==> src/rtl/ltj_pkg.sv <==
// Purpose: shared constants for the termination / jitter / transmit config slice
// Assumes: 8-bit host register port, one register per byte address
// Notes: field positions, reset values and masks live here only
package ltj_pkg;
   // register addresses
   localparam logic [7:0] ADDR_SOFT_RESET = 8'h01;
   localparam logic [7:0] ADDR_GLOBAL_CFG = 8'h02;
   localparam logic [7:0] ADDR_LINE_TERM = 8'h03;
   localparam logic [7:0] ADDR_JITTER_CFG = 8'h04;
   localparam logic [7:0] ADDR_TX_CFG0 = 8'h05;
   // values after reset
   localparam logic [7:0] RST_GLOBAL_CFG = 8'h00;
   localparam logic [7:0] RST_LINE_TERM = 8'h00;
   localparam logic [7:0] RST_JITTER_CFG = 8'h20;
   localparam logic [7:0] RST_TX_CFG0 = 8'h00;
   // writable bits; everything else is reserved and reads zero
   localparam logic [7:0] MASK_GLOBAL_CFG = 8'h04;
   localparam logic [7:0] MASK_LINE_TERM = 8'h3F;
   localparam logic [7:0] MASK_JITTER_CFG = 8'h3F;
   localparam logic [7:0] MASK_TX_CFG0 = 8'h1F;
   // field positions
   localparam int LINE_STD_BIT = 2;
   localparam int TX_TERM_LSB = 3;
   localparam int RX_TERM_LSB = 0;
   localparam int JIT_LIMIT_BIT = 5;
   localparam int JIT_PLACE_LSB = 3;
   localparam int JIT_DEPTH_LSB = 1;
   localparam int JIT_BW_BIT = 0;
   localparam int TX_OFF_BIT = 4;
   localparam int TX_INV_BIT = 3;
   localparam int TX_EDGE_BIT = 2;
   localparam int TX_MODE_LSB = 0;
   // placement and mode codes
   localparam logic [1:0] JIT_PLACE_TX = 2'h1;
   localparam logic [1:0] JIT_PLACE_RX = 2'h3;
   localparam logic [1:0] TX_MODE_HDB3 = 2'h0;
   localparam logic [1:0] TX_MODE_AMI = 2'h1;
   // buffer depths in bits
   localparam logic [7:0] JIT_DEPTH_128 = 8'h80;
   localparam logic [7:0] JIT_DEPTH_64 = 8'h40;
   localparam logic [7:0] JIT_DEPTH_32 = 8'h20;
   // jitter corner in units of 0.01 Hz
   localparam logic [9:0] JIT_BW_E1_WIDE = 10'h2A8;
   localparam logic [9:0] JIT_BW_T1_WIDE = 10'h1F4;
   localparam logic [9:0] JIT_BW_E1_NARROW = 10'h05A;
   localparam logic [9:0] JIT_BW_T1_NARROW = 10'h07D;
endpackage : ltj_pkg

==> src/rtl/ltj_config.sv <==
// Purpose: termination, jitter attenuator and transmit config registers
// Assumes: host port writes one byte per strobe; pins are asynchronous
// Notes: decoded controls and conditioned transmit rails are registered
//
// How it works
// tx termination 000..011 picks internal impedance
// tx termination 1xx picks external, E1 only
// rx termination 000..011 picks internal impedance
// rx termination 1xx picks external resistors
// limit bit: 0 normal, 1 limit; resets 1
// placement 01 transmit, 11 receive, else unused
// depth 00=128, 01=64, 1x=32 bits
// bandwidth bit picks corner per line standard
// power-down bit stops transmitter, driver high impedance
// invert bit makes transmit data active low
// edge bit: 0 falling, 1 rising sample
// mode 00 HDB3/B8ZS encoder, single rail
// mode 01 AMI encoder, single rail
// mode 1x bypasses encoder, dual rail input
// line standard bit: 0 E1, 1 T1/J1
// soft reset write restores defaults except standard
// reserved bits read zero, writes ignored
`timescale 1ns/1ps
`default_nettype none
module ltj_config (
   input wire logic clk_sys,
   input wire logic resetn,
   // host register port
   input wire logic [7:0] host_addr,
   input wire logic [7:0] host_wdata,
   input wire logic host_wr,
   input wire logic host_rd,
   output logic [7:0] host_rdata,
   // transmit data pins
   input wire logic tx_single_rail_in,
   input wire logic tx_positive_rail_in,
   input wire logic tx_negative_rail_in,
   // decoded termination controls
   output logic [1:0] tx_term_impedance,
   output logic tx_term_external,
   output logic [1:0] rx_term_impedance,
   output logic rx_term_external,
   // decoded jitter attenuator controls
   output logic jitter_limit_mode,
   output logic jitter_in_tx_path,
   output logic jitter_in_rx_path,
   output logic [7:0] jitter_depth_bits,
   output logic jitter_bandwidth_sel,
   output logic [9:0] jitter_corner_centihz,
   output logic line_standard_sel,
   // decoded transmit controls
   output logic tx_power_down,
   output logic tx_driver_hiz,
   output logic tx_data_invert,
   output logic tx_clock_edge_sel,
   output logic tx_enc_hdb3,
   output logic tx_enc_ami,
   output logic tx_enc_bypass,
   // conditioned transmit rails
   output logic tx_pos_data,
   output logic tx_neg_data
);

   ////////////////////////////////////////////////////////////////////////////////
   // register storage and write decode

   logic [7:0] global_cfg_reg;
   logic [7:0] line_termination_select_reg;
   logic [7:0] jitter_attenuator_config_reg;
   logic [7:0] transmit_config_zero_reg;

   wire wr_soft_reset = host_wr && (host_addr == ltj_pkg::ADDR_SOFT_RESET);
   wire wr_global = host_wr && (host_addr == ltj_pkg::ADDR_GLOBAL_CFG);
   wire wr_term = host_wr && (host_addr == ltj_pkg::ADDR_LINE_TERM);
   wire wr_jitter = host_wr && (host_addr == ltj_pkg::ADDR_JITTER_CFG);
   wire wr_tx = host_wr && (host_addr == ltj_pkg::ADDR_TX_CFG0);

   // masked next values; reserved bits never get stored
   wire [7:0] global_cfg_next = wr_global ? (host_wdata & ltj_pkg::MASK_GLOBAL_CFG)
                                          : global_cfg_reg;
   wire [7:0] term_next = wr_soft_reset ? ltj_pkg::RST_LINE_TERM
                        : wr_term ? (host_wdata & ltj_pkg::MASK_LINE_TERM)
                        : line_termination_select_reg;
   wire [7:0] jitter_next = wr_soft_reset ? ltj_pkg::RST_JITTER_CFG
                          : wr_jitter ? (host_wdata & ltj_pkg::MASK_JITTER_CFG)
                          : jitter_attenuator_config_reg;
   wire [7:0] tx_cfg_next = wr_soft_reset ? ltj_pkg::RST_TX_CFG0
                          : wr_tx ? (host_wdata & ltj_pkg::MASK_TX_CFG0)
                          : transmit_config_zero_reg;

   // line standard survives a soft reset so the clocking does not move under software
   always_ff @(posedge clk_sys or negedge resetn) begin
      if (!resetn) begin
         global_cfg_reg <= ltj_pkg::RST_GLOBAL_CFG;
         line_termination_select_reg <= ltj_pkg::RST_LINE_TERM;
         jitter_attenuator_config_reg <= ltj_pkg::RST_JITTER_CFG;
         transmit_config_zero_reg <= ltj_pkg::RST_TX_CFG0;
      end else begin
         global_cfg_reg <= global_cfg_next;
         line_termination_select_reg <= term_next;
         jitter_attenuator_config_reg <= jitter_next;
         transmit_config_zero_reg <= tx_cfg_next;
      end
   end

   ////////////////////////////////////////////////////////////////////////////////
   // read path: unmapped addresses and the write-only reset register read zero

   wire [7:0] rd_mux = (host_addr == ltj_pkg::ADDR_GLOBAL_CFG) ? global_cfg_reg
                     : (host_addr == ltj_pkg::ADDR_LINE_TERM) ? line_termination_select_reg
                     : (host_addr == ltj_pkg::ADDR_JITTER_CFG) ? jitter_attenuator_config_reg
                     : (host_addr == ltj_pkg::ADDR_TX_CFG0) ? transmit_config_zero_reg
                     : 8'h00;

   // read data holds its last value between reads
   always_ff @(posedge clk_sys or negedge resetn) begin
      if (!resetn) host_rdata <= 8'h00;
      else if (host_rd) host_rdata <= rd_mux;
   end

   ////////////////////////////////////////////////////////////////////////////////
   // field decode, computed from next values so outputs track the registers

   wire std_t1 = global_cfg_next[ltj_pkg::LINE_STD_BIT];
   wire [2:0] tx_term_f = term_next[ltj_pkg::TX_TERM_LSB +: 3];
   wire [2:0] rx_term_f = term_next[ltj_pkg::RX_TERM_LSB +: 3];
   // external transmit resistors only make sense in E1; T1/J1 stays internal
   wire tx_ext_d = tx_term_f[2] & ~std_t1;
   wire [1:0] tx_imp_d = tx_term_f[2] ? 2'h0 : tx_term_f[1:0];
   wire rx_ext_d = rx_term_f[2];
   wire [1:0] rx_imp_d = rx_term_f[2] ? 2'h0 : rx_term_f[1:0];

   wire [1:0] jit_place_f = jitter_next[ltj_pkg::JIT_PLACE_LSB +: 2];
   wire [1:0] jit_depth_f = jitter_next[ltj_pkg::JIT_DEPTH_LSB +: 2];
   wire jit_bw_f = jitter_next[ltj_pkg::JIT_BW_BIT];
   wire jit_tx_d = (jit_place_f == ltj_pkg::JIT_PLACE_TX);
   wire jit_rx_d = (jit_place_f == ltj_pkg::JIT_PLACE_RX);
   wire [7:0] jit_depth_d = jit_depth_f[1] ? ltj_pkg::JIT_DEPTH_32
                          : jit_depth_f[0] ? ltj_pkg::JIT_DEPTH_64
                          : ltj_pkg::JIT_DEPTH_128;
   wire [9:0] jit_corner_d = jit_bw_f ? (std_t1 ? ltj_pkg::JIT_BW_T1_NARROW
                                                : ltj_pkg::JIT_BW_E1_NARROW)
                                      : (std_t1 ? ltj_pkg::JIT_BW_T1_WIDE
                                                : ltj_pkg::JIT_BW_E1_WIDE);

   wire [1:0] tx_mode_f = tx_cfg_next[ltj_pkg::TX_MODE_LSB +: 2];
   wire tx_off_d = tx_cfg_next[ltj_pkg::TX_OFF_BIT];
   wire tx_inv_d = tx_cfg_next[ltj_pkg::TX_INV_BIT];
   wire tx_edge_d = tx_cfg_next[ltj_pkg::TX_EDGE_BIT];
   wire enc_hdb3_d = (tx_mode_f == ltj_pkg::TX_MODE_HDB3);
   wire enc_ami_d = (tx_mode_f == ltj_pkg::TX_MODE_AMI);
   wire bypass_d = tx_mode_f[1];

   // decoded controls
   always_ff @(posedge clk_sys or negedge resetn) begin
      if (!resetn) begin
         tx_term_impedance <= 2'h0;
         tx_term_external <= 1'b0;
         rx_term_impedance <= 2'h0;
         rx_term_external <= 1'b0;
         jitter_limit_mode <= ltj_pkg::RST_JITTER_CFG[ltj_pkg::JIT_LIMIT_BIT];
         jitter_in_tx_path <= 1'b0;
         jitter_in_rx_path <= 1'b0;
         jitter_depth_bits <= ltj_pkg::JIT_DEPTH_128;
         jitter_bandwidth_sel <= 1'b0;
         jitter_corner_centihz <= ltj_pkg::JIT_BW_E1_WIDE;
         line_standard_sel <= 1'b0;
      end else begin
         tx_term_impedance <= tx_imp_d;
         tx_term_external <= tx_ext_d;
         rx_term_impedance <= rx_imp_d;
         rx_term_external <= rx_ext_d;
         jitter_limit_mode <= jitter_next[ltj_pkg::JIT_LIMIT_BIT];
         jitter_in_tx_path <= jit_tx_d;
         jitter_in_rx_path <= jit_rx_d;
         jitter_depth_bits <= jit_depth_d;
         jitter_bandwidth_sel <= jit_bw_f;
         jitter_corner_centihz <= jit_corner_d;
         line_standard_sel <= std_t1;
      end
   end

   // transmit controls
   always_ff @(posedge clk_sys or negedge resetn) begin
      if (!resetn) begin
         tx_power_down <= 1'b0;
         tx_driver_hiz <= 1'b0;
         tx_data_invert <= 1'b0;
         tx_clock_edge_sel <= 1'b0;
         tx_enc_hdb3 <= 1'b1;
         tx_enc_ami <= 1'b0;
         tx_enc_bypass <= 1'b0;
      end else begin
         tx_power_down <= tx_off_d;
         tx_driver_hiz <= tx_off_d;
         tx_data_invert <= tx_inv_d;
         tx_clock_edge_sel <= tx_edge_d;
         tx_enc_hdb3 <= enc_hdb3_d;
         tx_enc_ami <= enc_ami_d;
         tx_enc_bypass <= bypass_d;
      end
   end

   ////////////////////////////////////////////////////////////////////////////////
   // transmit pin conditioning: synchronise, pick rail source, apply polarity

   wire [2:0] pin_raw = {tx_negative_rail_in, tx_positive_rail_in, tx_single_rail_in};
   wire [2:0] pin_sync;

   // one filtered synchroniser per transmit data pin
   genvar gi;
   generate
      for (gi = 0; gi < 3; gi = gi + 1) begin : g_pin_sync
         ltj_sync3 u_sync (
            .clk_sys(clk_sys),
            .resetn(resetn),
            .pin_in(pin_raw[gi]),
            .pin_out(pin_sync[gi])
         );
      end
   endgenerate

   // single rail feeds only the positive side; the encoder downstream makes marks
   wire pos_src = bypass_d ? pin_sync[1] : pin_sync[0];
   wire neg_src = bypass_d ? pin_sync[2] : 1'b0;
   // a powered-down transmitter forwards nothing, so the driver sees idle
   wire pos_d = tx_off_d ? 1'b0 : (pos_src ^ tx_inv_d);
   wire neg_d = (tx_off_d || !bypass_d) ? 1'b0 : (neg_src ^ tx_inv_d);

   always_ff @(posedge clk_sys or negedge resetn) begin
      if (!resetn) begin
         tx_pos_data <= 1'b0;
         tx_neg_data <= 1'b0;
      end else begin
         tx_pos_data <= pos_d;
         tx_neg_data <= neg_d;
      end
   end

endmodule : ltj_config
`default_nettype wire

==> src/rtl/ltj_sync3.sv <==
// Purpose: three-stage pin synchroniser with agreement filter
// Assumes: async input, clk_sys domain
// Notes: output changes only when stages two and three agree
`timescale 1ns/1ps
`default_nettype none
module ltj_sync3 (
   input wire logic clk_sys,
   input wire logic resetn,
   input wire logic pin_in,
   output logic pin_out
);
   logic s1_reg;
   logic s2_reg;
   logic s3_reg;

   // first stage feeds only the second stage
   always_ff @(posedge clk_sys or negedge resetn) begin
      if (!resetn) begin
         s1_reg <= 1'b0;
         s2_reg <= 1'b0;
         s3_reg <= 1'b0;
         pin_out <= 1'b0;
      end else begin
         s1_reg <= pin_in;
         s2_reg <= s1_reg;
         s3_reg <= s2_reg;
         if (s2_reg == s3_reg) pin_out <= s3_reg; // hold on disagreement
      end
   end
endmodule : ltj_sync3
`default_nettype wire

==> config.mk <==
export PLATFORM = sky130hd
export DESIGN_NAME = ltj_config
export DESIGN_NICKNAME = d
export VERILOG_FILES = /design/src/rtl/ltj_pkg.sv /design/src/rtl/ltj_config.sv /design/src/rtl/ltj_sync3.sv
export SDC_FILE = /design/constraint.sdc
export NUM_CORES = 1
export LEC_CHECK = 0
export CORE_UTILIZATION = 61
export DETAILED_ROUTE_END_ITERATION = 8
export DONT_BUFFER_PORTS = 1
export GPL_TIMING_DRIVEN = 0
export PLACE_DENSITY = 0.77
export RECOVER_POWER = 25
export REMOVE_ABC_BUFFERS = 1
export SYNTH_ARGS = -nofsm -noshare
export SYNTH_HDL_FRONTEND = slang
export SYNTH_SLANG_ARGS = --single-unit
==> constraint.sdc <==
create_clock -name clk_sys -period 2.2 [get_ports clk_sys]
set_input_delay 0.22 -clock clk_sys [delete_from_list [all_inputs] [get_ports clk_sys]]
set_output_delay 0.22 -clock clk_sys [all_outputs]
set_load 0.01 [all_outputs]
; After elaboration in Yosys (flattened, before gate mapping)
; Cells that the tools add are included.
[word_totals]
regBits = 81
in_bits = 23
output_inout_bits = 46
elab_cells = 86
[classes]
reduce_logical = 11
eq_ne = 11
n_mux = 22
bitwise_logic = 4
[ops]
columns = operator, count
row1 = 2-to-1 mux 8 bit, 12
row2 = 2-to-1 mux 10 bit, 2
row3 = == test 8 x 2 -> 1 bit (second input constant), 2
row4 = == test 8 x 3 -> 1 bit (second input constant), 2
row5 = == test 8 x 1 -> 1 bit (second input constant), 1
row6 = 2-to-1 mux 6 bit, 1
row7 = nonzero test 2 bit, 3
row8 = logical AND 1 bit, 5
row9 = == test 2 x 1 -> 1 bit (second input constant), 2
row10 = 2-to-1 mux 1 bit, 4
row11 = 2-to-1 mux 2 bit, 2
row12 = == test 1 bit, 3
row13 = 2-to-1 mux 3 bit, 1
row14 = == test 2 bit (second input constant), 1
row15 = logical NOT 2 bit, 1
row16 = XOR 1 bit, 2
row17 = bitwise AND 1 bit, 1
row18 = logical NOT 1 bit, 1
row19 = logical OR 1 bit, 1
row20 = inverter 1 bit, 1

; Longest topological paths before layout
[depth]
ltp_word = 7
mapped_depth = 7

; Hierarchy
; Synthesis repeated with hierarchy kept, for this count alone.
[hier_totals]
cells_unflattened = 231
area_unflattened_um2 = 2507.4
[modules_own_cells]
columns = module, cells_per_inst, n_inst, area_per_inst_um2, seq_area_each_um2
row1 = ltj_config, 216, 1, 2173.3, 1159.9
row2 = ltj_sync3, 5, 3, 111.4, 100.1

; Least setup slack after synthesis
; OpenSTA, ideal clock, no wires.
[synth_timing]
path_type = input to register
start = in host_addr[3]
end = reg line_termination_select_reg[5]
path_stages = 6
slack_ps = 660
arrival_ps = 1415
setup_ps = 125
path_cell_list = nor4_4 -> and2_1 -> nand4b_4 -> nor2_4 -> buf_6 -> nor2_1
[synth_between]
elab_chain_len = 4
[synth_rtl]
columns = item, line_no
row1 = "start, declared", ltj_config.sv:29  ; input wire logic [7:0] host_addr,
row2 = == test 8 x 2 -> 1 bit, ltj_config.sv:74  ; wire wr_term = host_wr && (host_addr == ltj_pkg::ADDR_LINE_TERM);
row3 = logical AND 1 bit, ltj_config.sv:74
row4 = 2-to-1 mux 8 bit, ltj_config.sv:82  ; : wr_term ? (host_wdata & ltj_pkg::MASK_LINE_TERM)
row5 = 2-to-1 mux 8 bit *, ltj_config.sv:81  ; wire [7:0] term_next = wr_soft_reset ? ltj_pkg::RST_LINE_TERM
row6 = via term_next[5], ltj_config.sv:81
row7 = "end signal, assigned", ltj_config.sv:95  ; line_termination_select_reg <= ltj_pkg::RST_LINE_TERM;
row8 = "end signal, assigned", ltj_config.sv:100  ; line_termination_select_reg <= term_next;
row9 = "end, declared", ltj_config.sv:68  ; logic [7:0] line_termination_select_reg;
; Mark *: on every way through the listed nets, which the timed path passes. The rest lies on a longest branch. The select of a mux whose other input is x is not followed.
; A chain may end at the register's enable or synchronous reset.

; Final worst setup path
[layout_timing]
start = in host_addr[3]
end = reg jitter_corner_centihz[9]
[layout_between]
elab_chain_len = 5
[layout_rtl]
columns = item, line_no
row1 = == test 8 x 3 -> 1 bit, ltj_config.sv:75  ; wire wr_jitter = host_wr && (host_addr == ltj_pkg::ADDR_JITTER_CFG);
row2 = logical AND 1 bit, ltj_config.sv:75
row3 = 2-to-1 mux 8 bit, ltj_config.sv:85  ; : wr_jitter ? (host_wdata & ltj_pkg::MASK_JITTER_CFG)
row4 = 2-to-1 mux 8 bit *, ltj_config.sv:84  ; wire [7:0] jitter_next = wr_soft_reset ? ltj_pkg::RST_JITTER_CFG
row5 = via jitter_next[0], ltj_config.sv:84
row6 = 2-to-1 mux 10 bit *, ltj_config.sv:141  ; wire [9:0] jit_corner_d = jit_bw_f ? (std_t1 ? ltj_pkg::JIT_BW_T1_NARROW
row7 = via jit_corner_d[9], ltj_config.sv:141
row8 = "end signal, assigned", ltj_config.sv:166  ; jitter_corner_centihz <= ltj_pkg::JIT_BW_E1_WIDE;
row9 = "end signal, assigned", ltj_config.sv:178  ; jitter_corner_centihz <= jit_corner_d;
row10 = "end, declared", ltj_config.sv:49  ; output logic [9:0] jitter_corner_centihz,
; Marks and branches as above.

==> summary.md <==
| Metric | Value |
|---|---|
| Multi-input logic area | 897 µm² |
| R2R Setup Slk | about 890 ps |
| Post-CTS Setup Bufs | 0 |
| CP endpoint | jitter_corner_centihz[9]$_DFF_PN1_ |
| ANT cells | 0 |
| Final setup margin | 508 ps |
| Layout Nets | 260 |
| Overall Global Routing Usage | 26.5% |
| Synth area leaders | dfrtp_1 (50%), dfstp_2 (7.3%), nand2_1 (3.6%), nor2_1 (3.3%), a21oi_1 (3.2%) |
| CTS Buf Count | 9 |
| Flops & latches, synth | 58 |
| Worst relative slew slack | 8.37% |
| Initial Util | between 60% and 70% |
| Largest net degree at the start of global routing | 59 |
| Hold Path Class | input pin to register |
| Syn_area_per_cell | roughly 11 µm² |
| Die width | 66.4 µm |
| Largest Register | jitter_corner_centihz |
| Reg area | 1460 µm² |
| Routed wire length | 5.07 mm |
| Drt first pass iters | 4 |
| RR Startpoint | transmit_config_zero_reg[1]$_DFF_PN0_ |
| CTS tree | yes |
| Largest family of logic cells by synthesized area | simple AND/OR/NAND/NOR gates |
| R2R Path End | tx_pos_data$_DFF_PN0_ |
| Reg2Reg Depth | 5 |
| Max Slew Vio Count | 0 |
| Core ar. | between 4000 and 5000 µm² |
| Setup CP Type | input pin to register |
| Fin. Hold Viols | 0 |
| Fraction of registers with async set/reset | between 90% and 100% |
| Final ANT Viol Nets | 0 |
| Yosys warns | 0 |
| DRC | 0 |
| Final setup violation count | 0 |
| Vias in the first global route | 1,661 |
| Detailed placer's ending HPWL | 3.29 mm |
| Initial antenna violation count | 0 |
| Post-synth top area share | 50.5% |
| Post-synthesis sequential area ratio | 57.7% |
| Max-cap violations | 0 |
| Avg WL per Cell | 17.4 µm |
| Nature of the critical path endpoint | register |
| Power Dens Cells | between 800 and 900 nW/µm² |
| IO Count | a little under 70 |
| LEAKAGE | 1.23 nW |
| Commonest non-fill, non-tap cell in the layout | dfrtp_1 |
| Area Growth Syn to Fin | 8.46% |
| Row Count | 23 |
| Port bufs | 0 |
| Post-synth EDFFs | 0 |
| Share of layout cells above drive strength 1 | between 10% and 20% |
| Clock Latency Late Sink | 330 ps |
| CP startpoint | host_addr[3] |
| Clk sinks | between 50 and 60 |
| Die outline height | between 60 and 70 µm |
| Post-synthesis simple-gate area fraction | 19.0% |
| Slew @ Worst Pin | roughly 1400 ps |
| Pre-CTS setup slack | 168 ps |
| Most frequent cells in the layout | dfrtp_1 (51), nand2_1 (24), nor2_1 (22), a21oi_1 (16), inv_1 (14) |
| Final instance area | 2740 µm² |
| Post-synth top flop | dfrtp_1 |
| Post-synth top area cell | dfrtp_1 |
| Clock buffer depth | 2 |
| Worst path required time | between 2000 and 2500 ps |
| Worst Setup Start Kind | input pin |
| Gpl congestion | approximately 0.85 |
| Post-placement cell area | 2480 µm² |
| First-pass GRT wire length | between 8 and 9 mm |
| Final period util | 76.9% |
| Cells after Synth | 234 |
| Fin Setup TNS | 0 ps |
| RSZ-0062 raised after global routing | no |
| Max FFs per register | 9 |
| Hold path cells | 2 |
| Final Skew | 7.11 ps |
| Cell Area, Synth | around 2500 µm² |
| Mux contribution to synthesized area | 3.17% |
| Die Area | 4410 µm² |
| Vias | 1,690 |
| Status | finished, final reports clean |
| CP arrival | 1960 ps |
| Unique masters post-synth | 44 |
| Compound-Gate Fraction of Synth Area | between 10% and 20% |
| Fillers | approximately 300 |
| Biggest regs | jitter_corner_centihz (9), host_rdata (7) |
| Via/cell ratio | ~5.8 |
| Xor-xnor portion of the synthesized cell area | 0.693% |
| DR iter-0 viols | 164 |
| Max H-tree Level | 3 |
| CTS Root Cell | clkbuf_8 |
| F_max | 0.591 GHz |
| Remaining Overflow, GRT | 0 |
| Worst Path Max Fanout | 14 |
| Post-Synth Adder-Cell Area | 1.19% |
| CTS clk-pin slew, worst paths | 60 ps |
| Worst vdd ir | 0.484 mV |
| Min Tclk post-route | 1690 ps |
[stage by stage]
stage	utilization [%]	power (mW)	std cells	hold slack (ps)
finish	68.6	2.27	292	20.0
global route	68.6	2.36	292	19.9
CTS	69.1	2.30	292	7.58
detailed placement	62.0	1.29	269	-74.4
global placement	62.0	1.28	269	-74.4
floorplan	-	1.26	219	-75.6
[routing by layer]
metal | global-route usage, % | share of wire (%) | vias to the layer above
li1 | - | - | 790
met1 | 34.7 | 43 | 822
met2 | 37.2 | 47 | 63
met3 | 8.10 | 6.8 | 15
met4 | 18.1 | 3.1 | 0
met5 | 0 | 0 | -
[synth_stat cells (5+ instances only)]
master	count
o22ai_1	6
inv_1	14
a21oi_1	16
nor2_1	22
buf_4	10
mux2i_1	8
nor3b_1	5
nand2_1	24
a31oi_1	7
nand3_1	11
dfrtp_1	51
dfstp_2	7
[repair_timing]
item,CTS,global route
hold buffers,7,0
endpoints found under the hold margin,69,0
gates resized for setup,0,0
[worst min-delay path by stage]
stage	from	to	slack, ps
5_1_grt	host_wdata[5]	jitter_attenuator_config_reg[5]$_DFFE_PN1P_	20
3_3_place_gp	resetn	jitter_depth_bits[6]$_DFF_PN0_	-70
4_1_cts	host_wdata[4]	jitter_attenuator_config_reg[4]$_DFF_PN0_	8
2_1_floorplan	resetn	g_pin_sync[0].u_sync.pin_out$_DFFE_PN0N_	-80
3_5_place_dp	resetn	jitter_in_tx_path$_DFF_PN0_	-70
6_report	host_wdata[4]	jitter_attenuator_config_reg[4]$_DFF_PN0_	20
[kinds of logic after synthesis]
group           count (synthesis)
compound gates                 41
xor+xnor                        2
fa+ha+maj                       3
buf+inv                        35
flops                          58
mux                             8
other cells                     1
simple gates                   86
[worst max-delay path, stage by stage]
cell	delay (ps)
nor4_4	460
and3_1	600
nand2_1	140
a2bb2oi_2	330
inv_2	90
nor2_1	120
[cell type report]
type | count | share of cell area, %
multi-input cells | 145 | 32.7
clock buffers | 14 | 5.93
repair buffers | 7 | 2.37
well taps | 50 | 2.28
inverters | 16 | 2.19
clock inverters | 2 | 1.28
flip-flops and latches | 58 | 53.2
[where the power goes]
group | leakage, nW | switching (mW) | internal, mW | total, mW
sequential | 0.736 | 0.0467 | 1.12 | 1.17
clock | 0.101 | 0.391 | 0.584 | 0.975
combinational | 0.398 | 0.0754 | 0.0535 | 0.129
(Power assumes the default switching activity.)
